## config.mk

```make
export PLATFORM = sky130hd
export DESIGN_NAME = dit_seq
export DESIGN_NICKNAME = d
export VERILOG_FILES = /design/src/dit_pkg.sv /design/src/dit_cost.sv /design/src/dit_seq.sv
export VERILOG_INCLUDE_DIRS = /design/src
export SDC_FILE = /design/constraint.sdc
export NUM_CORES = 1
export LEC_CHECK = 0
export BUFFER_PORTS_ARGS = -buffer_cell sky130_fd_sc_hd__buf_2
export CORE_MARGIN = 4
export CORE_UTILIZATION = 45
export DETAILED_ROUTE_END_ITERATION = 7
export PLACE_DENSITY_LB_ADDON = 0.3
export SETUP_SLACK_MARGIN = 0.5
export SKIP_CTS_REPAIR_TIMING = 1
export SLEW_MARGIN = 5
export SYNTH_ARGS = -nofsm -noshare
export SYNTH_HDL_FRONTEND = slang
export SYNTH_SLANG_ARGS = --single-unit
```

## constraint.sdc

```tcl
create_clock -name clk -period 1.65 [get_ports clk]
set_clock_uncertainty 0.05 [all_clocks]
set_input_delay 0.33 -clock clk [delete_from_list [all_inputs] [get_ports clk]]
set_output_delay 0.33 -clock clk [all_outputs]
set_load 0.01 [all_outputs]
```

## src/dit_consts.svh

```systemverilog
// timing constants for the instruction sequencer
`ifndef DIT_CONSTS_SVH
`define DIT_CONSTS_SVH
`define DIT_CLK_PER_CYC 2
`define DIT_REP_LIMIT 16'h0200
`define DIT_OP_W 6
`define DIT_CNT_W 3
`endif

```

## src/dit_pkg.sv

```systemverilog
// types for the instruction sequencer
`include "dit_consts.svh"
package dit_pkg;
  typedef enum logic [5:0] {
    DIT_ASG_IND_SINGLE = 6'h00,
    DIT_ASG_IND_DOUBLE = 6'h01,
    DIT_ASG_DIRECT = 6'h02,
    DIT_ASG_IND_INDEXED = 6'h03,
    DIT_ASG_IMM_SHORT = 6'h04,
    DIT_ASG_IMM_LONG = 6'h05,
    DIT_ASG_REG_REG = 6'h06,
    DIT_ASG_PROGRAM_MEMORY = 6'h07,
    DIT_ALU = 6'h08,
    DIT_PLAIN_MULTIPLY = 6'h09,
    DIT_DOUBLE_PRECISION_MULTIPLY = 6'h0A,
    DIT_ALU_PLAIN_MULTIPLY = 6'h0B,
    DIT_SQUARE_OP = 6'h0C,
    DIT_BIT_TEST_HIGH = 6'h0D,
    DIT_BIT_TEST_LOW = 6'h0E,
    DIT_BIT_TEST_HIGH_SET = 6'h0F,
    DIT_BIT_TEST_LOW_CLEAR = 6'h10,
    DIT_FLOW = 6'h11,
    DIT_FLOW_DELAYED = 6'h12,
    DIT_CONDITIONAL_LOAD = 6'h13,
    DIT_REPEAT_SINGLE = 6'h14,
    DIT_REPEAT_BLOCK = 6'h15,
    DIT_LSP_INC = 6'h16,
    DIT_LSP_DEC = 6'h17,
    DIT_COPROC_SINGLE_MOVE = 6'h18,
    DIT_COPROC_DOUBLE_MOVE = 6'h19,
    DIT_PUSH_POP_REG = 6'h1A,
    DIT_DOUBLE_PUSH_POP_REG = 6'h1B,
    DIT_PUSH_POP_DIRECT = 6'h1C,
    DIT_PUSH_IMM = 6'h1D,
    DIT_STACK_INDEXED = 6'h1E,
    DIT_INC_SP = 6'h1F
  } dit_op_t;

  // decoded instruction offered by the decoder
  typedef struct packed {
    dit_op_t op;
    logic long_form;
    logic [15:0] rep_count;
    logic [1:0] ptr_sel;
    logic [1:0] idx_sel;
  } dit_instr_t;

  // timing of one instruction
  typedef struct packed {
    logic [2:0] words;
    logic [2:0] cycles;
  } dit_cost_t;
endpackage

```

## src/dit_cost.sv

```systemverilog
// words and cycles lookup per instruction group
`timescale 1ns/1ps
`include "dit_consts.svh"
module dit_cost (
  // decoded instruction
  input wire dit_pkg::dit_instr_t instr,
  // resulting cost
  output dit_pkg::dit_cost_t cost
);
  always_comb
  begin
    cost = '{words: 3'h1, cycles: 3'h1};
    unique case (instr.op)
      dit_pkg::DIT_ASG_DIRECT, dit_pkg::DIT_ASG_IMM_LONG:
        cost = '{words: 3'h2, cycles: 3'h2};
      dit_pkg::DIT_ASG_IND_INDEXED:
        cost = '{words: 3'h1, cycles: 3'h2};
      dit_pkg::DIT_ASG_PROGRAM_MEMORY:
        cost = '{words: 3'h1, cycles: 3'h4};
      dit_pkg::DIT_DOUBLE_PRECISION_MULTIPLY:
        cost = '{words: 3'h1, cycles: 3'h2};
      dit_pkg::DIT_BIT_TEST_HIGH, dit_pkg::DIT_BIT_TEST_LOW,
      dit_pkg::DIT_BIT_TEST_HIGH_SET, dit_pkg::DIT_BIT_TEST_LOW_CLEAR:
        cost = '{words: 3'h2, cycles: 3'h2};
      dit_pkg::DIT_FLOW:
        cost = '{words: 3'h1, cycles: instr.long_form ? 3'h3 : 3'h2};
      dit_pkg::DIT_FLOW_DELAYED:
        cost = '{words: 3'h1, cycles: instr.long_form ? 3'h2 : 3'h1};
      dit_pkg::DIT_CONDITIONAL_LOAD:
        cost = '{words: 3'h1, cycles: 3'h2};
      dit_pkg::DIT_REPEAT_SINGLE:
        if (instr.rep_count >= `DIT_REP_LIMIT)
          cost = '{words: 3'h2, cycles: 3'h2};
      dit_pkg::DIT_REPEAT_BLOCK:
        if (instr.rep_count >= `DIT_REP_LIMIT && instr.long_form)
          cost = '{words: 3'h3, cycles: 3'h3};
        else
          cost = '{words: 3'h2, cycles: 3'h2};
      dit_pkg::DIT_PUSH_POP_DIRECT, dit_pkg::DIT_PUSH_IMM:
        cost = '{words: 3'h2, cycles: 3'h3};
      dit_pkg::DIT_STACK_INDEXED:
        cost = '{words: 3'h1, cycles: 3'h2};
      default:
        cost = '{words: 3'h1, cycles: 3'h1};
    endcase
  end
endmodule

```

## src/dit_seq.sv

```systemverilog
// instruction sequencer: pipeline timing and co-processor strobe
`timescale 1ns/1ps
`include "dit_consts.svh"
module dit_seq (
  // clock and reset
  input wire logic clk,
  input wire logic rst,
  // decoder side
  input wire logic instr_valid,
  input wire dit_pkg::dit_instr_t instr,
  output logic instr_ready,
  // program memory fetch
  output logic fetch_strobe,
  // execute side
  output logic cycle_enable,
  output logic exec_start,
  output logic exec_busy,
  output logic [1:0] coproc_transfers,
  output logic index_error,
  output logic [1:0] loop_stack_pointer,
  // co-processor
  output logic coproc_instr_valid
);
  typedef enum logic [1:0] {
    DIT_IDLE = 2'b00,
    DIT_FETCH = 2'b01,
    DIT_EXEC = 2'b10,
    DIT_DECODE = 2'b11
  } dit_state_t;

  dit_pkg::dit_cost_t cost;
  dit_state_t state_reg, state_next;
  logic phase_reg, phase_next;
  logic [2:0] words_reg, words_next;
  logic [2:0] cycles_reg, cycles_next;
  logic [1:0] lsp_reg, lsp_next;
  logic cop_reg, cop_next;
  logic [1:0] xfer_reg, xfer_next;
  logic idx_err_reg, idx_err_next;
  logic start_reg, start_next;
  logic fetch_reg, fetch_next;

  dit_cost u_cost (
    .instr(instr),
    .cost(cost)
  );

  // allowed post-increment index belongs to the pointer's pair
  function automatic logic index_ok(input logic [1:0] ptr, input logic [1:0] idx);
    index_ok = (idx[1] == ptr[0]);
  endfunction

  // cycle enable: one instruction cycle per two input clocks
  always_comb
  begin
    phase_next = ~phase_reg;
  end

  assign cycle_enable = phase_reg;
  assign instr_ready = (state_reg == DIT_IDLE) && cycle_enable;

  always_comb
  begin
    state_next = state_reg;
    words_next = words_reg;
    cycles_next = cycles_reg;
    lsp_next = lsp_reg;
    // strobe held for the whole two-clock decode cycle
    cop_next = cop_reg & ~cycle_enable;
    xfer_next = xfer_reg;
    idx_err_next = idx_err_reg;
    start_next = 1'b0;
    fetch_next = 1'b0;
    if (cycle_enable)
    begin
      unique case (state_reg)
        DIT_IDLE:
          if (instr_valid)
          begin
            fetch_next = 1'b1;
            words_next = cost.words - 3'h1;
            cycles_next = cost.cycles;
            state_next = DIT_FETCH;
            if (instr.op == dit_pkg::DIT_COPROC_DOUBLE_MOVE)
            begin
              xfer_next = 2'h2;
              idx_err_next = ~index_ok(instr.ptr_sel, instr.idx_sel);
            end
            else if (instr.op == dit_pkg::DIT_COPROC_SINGLE_MOVE)
            begin
              xfer_next = 2'h1;
              idx_err_next = 1'b0;
            end
            else
            begin
              xfer_next = 2'h0;
              idx_err_next = 1'b0;
            end
            if (instr.op == dit_pkg::DIT_LSP_INC)
              lsp_next = lsp_reg + 2'h1;
            else if (instr.op == dit_pkg::DIT_LSP_DEC)
              lsp_next = lsp_reg - 2'h1;
          end
        DIT_FETCH:
        begin
          // first word in; an extension word follows in the decode cycle
          if (words_reg != 3'h0)
          begin
            fetch_next = 1'b1;
            words_next = words_reg - 3'h1;
          end
          // strobe covers the decode cycle of a co-processor move
          if (xfer_reg != 2'h0)
            cop_next = 1'b1;
          state_next = DIT_DECODE;
        end
        DIT_DECODE:
        begin
          // last extension word, execute two cycles after first fetch
          if (words_reg != 3'h0)
          begin
            fetch_next = 1'b1;
            words_next = words_reg - 3'h1;
          end
          start_next = 1'b1;
          state_next = DIT_EXEC;
        end
        DIT_EXEC:
        begin
          cycles_next = cycles_reg - 3'h1;
          if (cycles_reg == 3'h1)
            state_next = DIT_IDLE;
        end
      endcase
    end
  end

  always_ff @(posedge clk or posedge rst)
  begin
    if (rst)
    begin
      state_reg <= DIT_IDLE;
      phase_reg <= 1'b0;
      words_reg <= 3'h0;
      cycles_reg <= 3'h0;
      lsp_reg <= 2'h0;
      cop_reg <= 1'b0;
      xfer_reg <= 2'h0;
      idx_err_reg <= 1'b0;
      start_reg <= 1'b0;
      fetch_reg <= 1'b0;
    end
    else
    begin
      state_reg <= state_next;
      phase_reg <= phase_next;
      words_reg <= words_next;
      cycles_reg <= cycles_next;
      lsp_reg <= lsp_next;
      cop_reg <= cop_next;
      xfer_reg <= xfer_next;
      idx_err_reg <= idx_err_next;
      start_reg <= start_next;
      fetch_reg <= fetch_next;
    end
  end

  assign fetch_strobe = fetch_reg;
  assign exec_start = start_reg;
  assign exec_busy = (state_reg == DIT_EXEC);
  assign coproc_transfers = xfer_reg;
  assign index_error = idx_err_reg;
  assign loop_stack_pointer = lsp_reg;
  assign coproc_instr_valid = cop_reg;
endmodule

```

==> impl_results.md, run 1 <==
- Initial antenna violation count: 0
- Crit Path Class: input pin to register
- First-pass GRT wire length: roughly 5.2 mm
- Pleak: 0.842 nW
- Fin crit period: roughly 1.8 ns
- Synth Instances: 139
- Synth unique cells: 47
- Wirelength, routed: roughly 3.2 mm
- Nature of the critical path endpoint: register
- RSZ-0062 raised after global routing: yes
- Critical Path Source Type: input pin
- CTS tree: yes
- Rows: 18
- Worst EP arrival: 1.98 ns
- Worst Slack Setup Final: -0.184 ns
- Drt via density: about 5.5
- Filler cells: 197
- Post-Syn Area: 1200 um^2
- Crit-path max FO: 2
- 1st-pass router iterations: 4
- Syn nets: ~170
- Port Buffers: 29
- GRT Residual Overflow: 0
- Setup violators final: 3
- Synth Register Bits: 17
- Area Overhead vs Synth: 46.3%
- Required time worst endpoint: 1.79 ns
- Violated checks: setup timing
- Worst slew margin relative to its limit: between 50% and 60%
- PwrDens: roughly 1200 nW/um^2
- Cts bufs inserted: 3
- Asr flop ratio synth: 100%
- Total GRT Usage: a little under a fifth
- Worst Hold Class: input pin to async pin
- Syn avg cell area: between 8 and 9 um^2
- Fin crit share: 111%
- Ys flop type: dfrtp_1
- Worst-Margin Slew: 0.646 ns
- Fin Hold WS: ~0.048 ns
- Worst-skew pair later-pin latency: 0.30 ns
- Vias: roughly 1.3k
- Slew Viols, Final: 0
- Sequential fraction of the synthesis area: 35.5%
- Number of flops mapped to enable cells by yosys: 0
- Ys Warns: 0
- Final Wtd Congestion: about 0.93
- CTS Buffer Depth: 2
- Die Wd: about 60 um
- Worst-path clk slew: approximately 0.1 ns
- Core Area: 2500 um^2
- Clock Root Buffer: clkbuf_4
- Largest net degree at the start of global routing: 18
- Status: complete, but fails checks
- Total power: slightly above 2 mW
- Drt wl/cell: about 14 um
- Layout cells sized above 1: between 40% and 50%
- ANT cells: 0
- Peak supply drop: slightly above 1000 uV
- Post-Place Worst Slack: -0.532 ns
- Ports: between 40 and 50
- Routed Antenna Nets: 0
- DIE HEIGHT: 59.6 um
- Initial core utilization: 47.9%
- Hold Vio Cnt, Final: 0
- Die ar.: around 3600 um^2
- Clk sinks: 17
- Number of global-route vias before repair: approximately 1.2k
- Drt drc: 0
- Dpl hpwl: between 2 and 2.5 mm
- Max-Cap Viols: 0
- Peak Freq: ~550 MHz
- H-tree levels: 1
- Nets: approximately 230
- Initial DRC count: 32
-- layout by cell type (no fill, tap or decap), types with 3 or more instances in the layout --
cell | Yosys | layout
a21oi_1 | 8 | 7
buf_6 | 0 | 4
nor2_1 | 8 | 6
xor2_1 | 4 | 4
inv_1 | 7 | 6
o21ai_1 | 3 | 4
nor2b_1 | 9 | 6
o21ai_0 | 7 | 5
nand2_2 | 0 | 3
nand2_1 | 12 | 9
nand2b_1 | 5 | 4
clkbuf_4 | 0 | 3
buf_2 | 2 | 27
dfrtp_1 | 17 | 16
buf_4 | 0 | 33
-- routing by layer --
metal / routed length [um] / vias up / track usage (%)
met4: 39 / 0 / 4.11
met2: 1580 / 30 / 32.9
met3: 169 / 7 / 3.92
li1: - / 618 / -
met1: 1420 / 603 / 24.1
met5: 0 / - / 0
-- final timing paths --
path | to | startpoint | slack [ns] | depth (start not counted)
setup / recovery | words_reg[2]$_DFFE_PP0P_ | instr[16] | -0.18 | 8
hold / removal | coproc_transfers[0]$_DFFE_PP0P_ | rst | 0.05 | 2
setup reg to reg | words_reg[2]$_DFFE_PP0P_ | state_reg[0]$_DFFE_PP0P_ | 0.07 | 5
hold reg to reg | loop_stack_pointer[1]$_DFFE_PP0P_ | loop_stack_pointer[1]$_DFFE_PP0P_ | 0.42 | 1
max in group asynchronous | cycle_enable$_DFF_PP0_ | rst | 1.04 | 2
min in group clk | index_error$_DFFE_PP0P_ | instr[1] | 0.30 | 3
-- cell families (layout without fill, tap and decap cells) --
family | count (synthesis) | count (layout) | synth area share, %
AOI/OAI and AO/OA | 40 | 40 | 23.7
adders and majority gates | 3 | 3 | 3.14
muxes | 3 | 3 | 2.93
buffers and inverters | 16 | 76 | 5.22
xor gates and xnor gates | 6 | 6 | 4.39
DFF | 17 | 17 | 35.5
and+or+nand+nor | 54 | 54 | 25.1
-- critical path: stages --
cell and delay, ns:
buf_6 0.09, or4_4 0.52, o211ai_1 0.23, a21boi_2 0.10, o41ai_2 0.28, ha_2 0.25, nand2_2 0.05, xor2_1 0.14
-- cell usage after synthesis (3+ instances only) --
| cell type | n | area share (%) |
|---|---|---|
| a21oi_1 | 8 | 3.3 |
| nor2_1 | 8 | 2.5 |
| nand2b_1 | 5 | 2.6 |
| dfrtp_1 | 17 | 36 |
| o21ai_1 | 3 | 1.3 |
| inv_1 | 7 | 2.2 |
| ha_1 | 3 | 3.1 |
| nand2_1 | 12 | 3.8 |
| xor2_1 | 4 | 2.9 |
| nor2b_1 | 9 | 4.7 |
| o21ai_0 | 7 | 2.9 |
| clkbuf_1 | 6 | 1.9 |
-- report_power, final --
group / switching, mW / total (mW) / internal (mW)
registers: 0.0824 / 0.611 / 0.528
logic: 0.587 / 1.19 / 0.601
clock network: 0.136 / 0.226 / 0.0905
-- stage by stage --
| stage | TNS, ns | util [%] | instances | cell area, um^2 |
|---|---|---|---|---|
| 2_1_floorplan | -0.825 | - | 139 | 1270 |
| 3_3_place_gp | -1.54 | 63.5 | 217 | 1590 |
| 3_5_place_dp | -1.76 | 63.5 | 217 | 1590 |
| 5_1_grt | -0.698 | 70.1 | 229 | 1750 |
| 4_1_cts | -0.564 | 64.6 | 221 | 1610 |
| 6_report | -0.479 | 70.1 | 229 | 1750 |
-- cell type report --
class | count | area [um^2] | area share, %
multi-input cells | 106 | 802 | 45.8
well taps | 30 | 37.5 | 2.14
flip-flops and latches | 17 | 427 | 24.4
repair buffers | 64 | 428 | 24.4
clock inverters | 1 | 5.00 | 0.286
clock buffers | 3 | 22.5 | 1.29
inverters | 8 | 30.0 | 1.71
(Power assumes the default switching activity.)
==> run 2, diff against run 1 <==
--- a/config.mk
+++ b/config.mk
@@ -8,12 +8,11 @@
 export LEC_CHECK = 0
 export BUFFER_PORTS_ARGS = -buffer_cell sky130_fd_sc_hd__buf_2
 export CORE_MARGIN = 4
-export CORE_UTILIZATION = 45
+export CORE_UTILIZATION = 49
 export DETAILED_ROUTE_END_ITERATION = 7
 export PLACE_DENSITY_LB_ADDON = 0.3
 export SETUP_SLACK_MARGIN = 0.5
 export SKIP_CTS_REPAIR_TIMING = 1
-export SLEW_MARGIN = 5
 export SYNTH_ARGS = -nofsm -noshare
 export SYNTH_HDL_FRONTEND = slang
 export SYNTH_SLANG_ARGS = --single-unit
==> constraint.sdc (replaced) <==
create_clock -name clk -period 2 [get_ports clk]
set_clock_uncertainty 0.05 [all_clocks]
set_input_delay 0.4 -clock clk [delete_from_list [all_inputs] [get_ports clk]]
set_output_delay 0.4 -clock clk [all_outputs]
set_load 0.01 [all_outputs]
==> impl_results.md, run 2 (synthesis results as in run 1) <==
- Sw Share: 40.2%
- TNS Setup: 0 ns
- Die ar.: 3300 um^2
- Reg power frac: around 33%
- Net Sw Power: between 0.6 and 0.7 mW
- Clock power frac: 12.8%
- Peak supply drop: ~850 uV
- Non-Filler Instances: around 220
- Crit-path max FO: 2
- CP max-delay cell: or4_4
- Total GRT Usage: between 10% and 20%
- Number of global-route vias before repair: ~1.2k
- Nets: between 200 and 250
- Cts bufs inserted: 3
- Worst EP arrival: approximately 2 ns
- Initial DRC count: 54
- CP Cell Sequence: buf_6 > or4_4 > o211ai_1 > a21boi_2 > o41ai_2 > ha_2 > nand2_2 > xor2_1
- RSZ-0062 raised after global routing: yes
- Initial core utilization: approximately 53%
- CTS tree: yes
- Finished Cell Area: about 1600 um^2
- Highest cell delay on the worst timing path: approximately 0.52 ns
- WP buf/inv: 1
- 1st-pass router iterations: 4
- Dpl hpwl: approximately 2.3 mm
- Port Buffers: 29
- R2R Setup Slk: ~0.38 ns
- Worst-Margin Slew: 0.654 ns
- Vias: between 1k and 1.5k
- Internal Pwr Total: around 0.95 mW
- Clock Root Buffer: clkbuf_4
- Combinational share of power: between 50% and 60%
- Worst slew margin relative to its limit: roughly 56%
- Setup violators final: 0
- Drt wl/cell: 15.6 um
- Commonest non-fill, non-tap cells in the layout: 27 x buf_2, 25 x buf_4, 14 x dfrtp_1
- Post-layout util: slightly above 70%
- Rows: 17
- Fin crit period: approximately 1.9 ns
- Pleak: between 0.7 and 0.8 nW
- Placed cell count: 206
- Worst Slack Setup Final: between 0.09 and 0.1 ns
- Placed cell area: between 1000 and 1500 um^2
- Drt via density: roughly 5.8
- First-pass GRT wire length: 5.07 mm
- H-tree levels: 1
- Fin Hold WS: 0.107 ns
- Area Overhead vs Synth: 37.3%
- Clk sinks: 17
- Worst-path clk slew: about 0.11 ns
- Largest net degree at the start of global routing: 18
- Required time worst endpoint: roughly 2.2 ns
- Core Area: roughly 2300 um^2
- Hold Vio Cnt, Final: 0
- GRT Residual Overflow: 0
- CTS Buffer Depth: 2
- ANT cells: 0
- Die Wd: between 50 and 60 um
- Crit Path Class: input pin to register
- Nature of the critical path endpoint: register
- Layout cells sized above 1: between 40 and 50%
- Top cell family by delay on the critical path: compound AO/OA/AOI/OAI gates
- Wirelength, routed: 3.39 mm
- Peak Freq: ~520 MHz
- Post-Place Worst Slack: -0.272 ns
- Status: finished clean
- Most common cell after layout, fill and taps aside: buf_2
- Worst Hold Class: input pin to async pin
- Drt drc: 0
- DIE HEIGHT: between 50 and 60 um
- Fin crit share: between 90 and 100%
- Critical Path Source Type: input pin
- PwrDens: 965 nW/um^2
- Worst-skew pair later-pin latency: around 0.31 ns
- Max-Cap Viols: 0
- Ports: 41
- Total power: 1.59 mW
- Slew Viols, Final: 0
- Routed Antenna Nets: 0
- Final Wtd Congestion: 0.861
- Initial antenna violation count: 0
## run 2: cell type report
class                           instances  area, um^2
Inverter                                8        30.0
Fill cell                             181         632
Timing Repair Buffer                   55         357
Sequential cell                        17         429
Tap cell                               28        35.0
Clock buffer                            4        26.3
Multi-Input combinational cell        106         767
## run 2: worst paths after layout
kind,cells past startpoint,to,start
setup / recovery,8,words_reg[2]$_DFFE_PP0P_,instr[16]
setup reg to reg,5,words_reg[2]$_DFFE_PP0P_,state_reg[0]$_DFFE_PP0P_
hold reg to reg,2,index_error$_DFFE_PP0P_,index_error$_DFFE_PP0P_
min in group clk,3,index_error$_DFFE_PP0P_,instr[1]
hold / removal,2,coproc_transfers[0]$_DFFE_PP0P_,rst
max in group asynchronous,2,state_reg[0]$_DFFE_PP0P_,rst
## run 2: metal layers
layer	global-route usage, %	share of wire [%]	up-vias
li1	-	-	600
met1	24.6	40	587
met2	32.7	50	53
met3	3.17	7.2	14
met4	6.29	3.7	0
met5	0	0	-
## run 2: power groups by stage
stage | logic [mW] | registers [mW] | clock network (mW)
6_report | 0.856 | 0.528 | 0.203
3_3_place_gp | 0.636 | 0.519 | 0
2_1_floorplan | 0.474 | 0.502 | 0
5_1_grt | 0.931 | 0.540 | 0.218
4_1_cts | 0.664 | 0.517 | 0.194
3_5_place_dp | 0.661 | 0.523 | 0
## run 2: worst reg2reg max path: cells and delay by family, from the launching register on
kind                       cells  cell delay, ns
AOI/OAI and AO/OA              2            0.58
xor gates and xnor gates       1            0.13
adders and majority gates      1            0.25
DFF                            1            0.46
and+or+nand+nor                1            0.05
==> run 3, diff against run 2 <==
--- a/config.mk
+++ b/config.mk
@@ -8,11 +8,12 @@
 export LEC_CHECK = 0
 export BUFFER_PORTS_ARGS = -buffer_cell sky130_fd_sc_hd__buf_2
 export CORE_MARGIN = 4
-export CORE_UTILIZATION = 49
+export CORE_UTILIZATION = 50
 export DETAILED_ROUTE_END_ITERATION = 7
 export PLACE_DENSITY_LB_ADDON = 0.3
 export SETUP_SLACK_MARGIN = 0.5
 export SKIP_CTS_REPAIR_TIMING = 1
 export SYNTH_ARGS = -nofsm -noshare
 export SYNTH_HDL_FRONTEND = slang
+export SYNTH_HIERARCHICAL = 1
 export SYNTH_SLANG_ARGS = --single-unit
==> constraint.sdc (replaced) <==
create_clock -name clk -period 2.15 [get_ports clk]
set_clock_uncertainty 0.05 [all_clocks]
set_input_delay 0.43 -clock clk [delete_from_list [all_inputs] [get_ports clk]]
set_output_delay 0.43 -clock clk [all_outputs]
set_load 0.01 [all_outputs]
==> impl_results.md, run 3 <==
- Status: finished clean
- Vias: approximately 1.2k
- Top cell family by delay on the critical path: compound AO/OA/AOI/OAI gates
- Drt wl/cell: between 10 and 15 um
- CP max-delay cell: a311o_1
- Cts bufs inserted: 3
- Die ar.: around 3400 um^2
- Most common cell after layout, fill and taps aside: buf_2
- Worst-Margin Slew: between 0.6 and 0.7 ns
- RSZ-0062 raised after global routing: yes
- Largest net degree at the start of global routing: 18
- Layout cells sized above 1: between 30 and 40%
- Synth unique cells: 53
- Syn avg cell area: roughly 9 um^2
- Crit-path max FO: 3
- Max-Cap Viols: 0
- Clk sinks: 17
- DIE HEIGHT: about 58 um
- Pleak: between 0.7 and 0.8 nW
- Post-Syn Area: 1270 um^2
- Asr flop ratio synth: 100%
- First-pass GRT wire length: 5.07 mm
- Initial antenna violation count: 0
- Synth top cells by count: 17 x dfrtp_1, 12 x inv_1, 8 x nand2_1, 6 x a21oi_1
- Final Wtd Congestion: 0.856
- Critical Path Source Type: input pin
- Synth top area share: roughly a third
- Drt drc: 0
- Sequential fraction of the synthesis area: roughly 33%
- Number of global-route vias before repair: around 1.2k
- Core Area: about 2500 um^2
- Crit Path Class: input pin to register
- Fin Hold WS: about 0.15 ns
- Rows: 18
- Dpl hpwl: roughly 2.3 mm
- Ys Warns: 6
- Required time worst endpoint: 2.29 ns
- Peak Freq: 490 MHz
- Peak supply drop: approximately 840 uV
- PwrDens: around 850 nW/um^2
- Hold Vio Cnt, Final: 0
- CTS tree: yes
- Worst EP arrival: approximately 2.2 ns
- Initial DRC count: 57
- Fin crit share: approximately 95%
- CP Cell Sequence: buf_2 > nor3_1 > nand2_2 > mux2i_2 > a311o_1 > mux2i_1 > ha_2 > or2b_1 > o211ai_1 > a22o_1
- Synth area leader: dfrtp_1
- Worst slew margin relative to its limit: a little under three fifths
- GRT Residual Overflow: 0
- Commonest non-fill, non-tap cells in the layout: 27 x buf_2, 22 x buf_4, 14 x dfrtp_1
- Highest cell delay on the worst timing path: approximately 0.28 ns
- H-tree levels: 1
- Wirelength, routed: roughly 3.1 mm
- Total GRT Usage: a little under a fifth
- Port Buffers: 29
- Initial core utilization: 51.9%
- Worst-path clk slew: approximately 0.10 ns
- Routed Antenna Nets: 0
- Worst-skew pair later-pin latency: 0.29 ns
- ANT cells: 0
- Nets: about 220
- Largest cells by area after synthesis: dfrtp_1 33%, inv_1 3.5%, ha_1 2.9%
- Slew Viols, Final: 0
- Synth Register Bits: 17
- Syn nets: 172
- Clock Root Buffer: clkbuf_4
- Die Wd: between 50 and 60 um
- Nature of the critical path endpoint: register
- CTS Buffer Depth: 2
- Fin crit period: between 2 and 2.5 ns
- Setup violators final: 0
- Ports: a little over 40
- Area Overhead vs Synth: 26.9%
- Synth Instances: 139
- Worst Hold Class: input pin to async pin
- Top-count cell post-synth: dfrtp_1
- Drt via density: 5.73
- TNS Setup: 0 ns
- Number of flops mapped to enable cells by yosys: 0
- 1st-pass router iterations: 4
- WP buf/inv: 1
- Ys flop type: dfrtp_1
[run 3: cell types whose count changed after synthesis, sizes merged, moves of 3 or more]
cell    delta
nand3      +3
nor2       -4
buf        +7
o21ai      -5
clkbuf     -4
nor2b      -5
inv        +4
nand2      -3
or3        -3
o32a       +3
o221ai     +3
[run 3: cells by family after synthesis]
family / count (synthesis) / share of synthesized area (%)
other cells: 1 / 0.294
flops: 17 / 33.4
buf+inv: 23 / 10.0
simple gates: 45 / 23.0
fa+ha+maj: 3 / 2.94
mux: 3 / 2.36
compound gates: 41 / 23.9
xor+xnor: 6 / 4.12
[run 3: path summary, 6_finish.rpt]
check	startpoint	cells past startpoint	slack, ns	to
min	rst	2	0.15	async pin
min reg2reg	loop_stack_pointer[1]$_DFFE_PP0P_	1	0.43	loop_stack_pointer[1]$_DFFE_PP0P_
min in group clk	instr[2]	3	0.39	index_error$_DFFE_PP0P_
max	instr[19]	10	0.11	words_reg[2]$_DFFE_PP0P_
max reg2reg	state_reg[0]$_DFFE_PP0P_	3	0.57	cycles_reg[2]$_DFFE_PP0P_
max in group asynchronous	rst	2	1.44	state_reg[0]$_DFFE_PP0P_
[run 3: layout make-up]
type / instances / area (um^2)
fill: 207 / 837
multi-input combinational: 99 / 757
inverter: 12 / 45.0
timing repair buffer: 51 / 323
tap: 30 / 37.5
clock buffer: 4 / 26.3
sequential: 17 / 429
[run 3: through the flow]
stage / setup WS [ns] / utilization [%] / std cells / area, um^2 / total power, mW
after floorplan: 0.0954 / - / 139 / 1290 / 0.948
after global placement: -0.166 / 60.4 / 200 / 1480 / 1.06
after detailed placement: -0.212 / 60.4 / 200 / 1480 / 1.09
after CTS: 0.0985 / 61.5 / 204 / 1510 / 1.28
after global routing: 0.0227 / 65.9 / 213 / 1620 / 1.48
final: 0.109 / 65.9 / 213 / 1620 / 1.37
[run 3: report_power, final]
part | total [mW] | switching [mW] | internal [mW]
clock | 0.171 | 0.0985 | 0.0723
combinational | 0.702 | 0.337 | 0.365
sequential | 0.500 | 0.0905 | 0.410
[run 3: worst register-to-register path: cells and delay by family (launching register included)]
family / cells / cell delay, ns
buffers and inverters: 1 / 0.20
DFF: 1 / 0.49
AOI/OAI and AO/OA: 1 / 0.36
and+or+nand+nor: 1 / 0.39
[run 3: layer usage]
layer / vias to the layer above / part of all wire [%] / track usage, %
met5: - / 0 / 0
met4: 0 / 0.33 / 3.31
met3: 2 / 5.8 / 4.17
met1: 578 / 43 / 23.2
li1: 602 / - / -
met2: 38 / 51 / 33.8
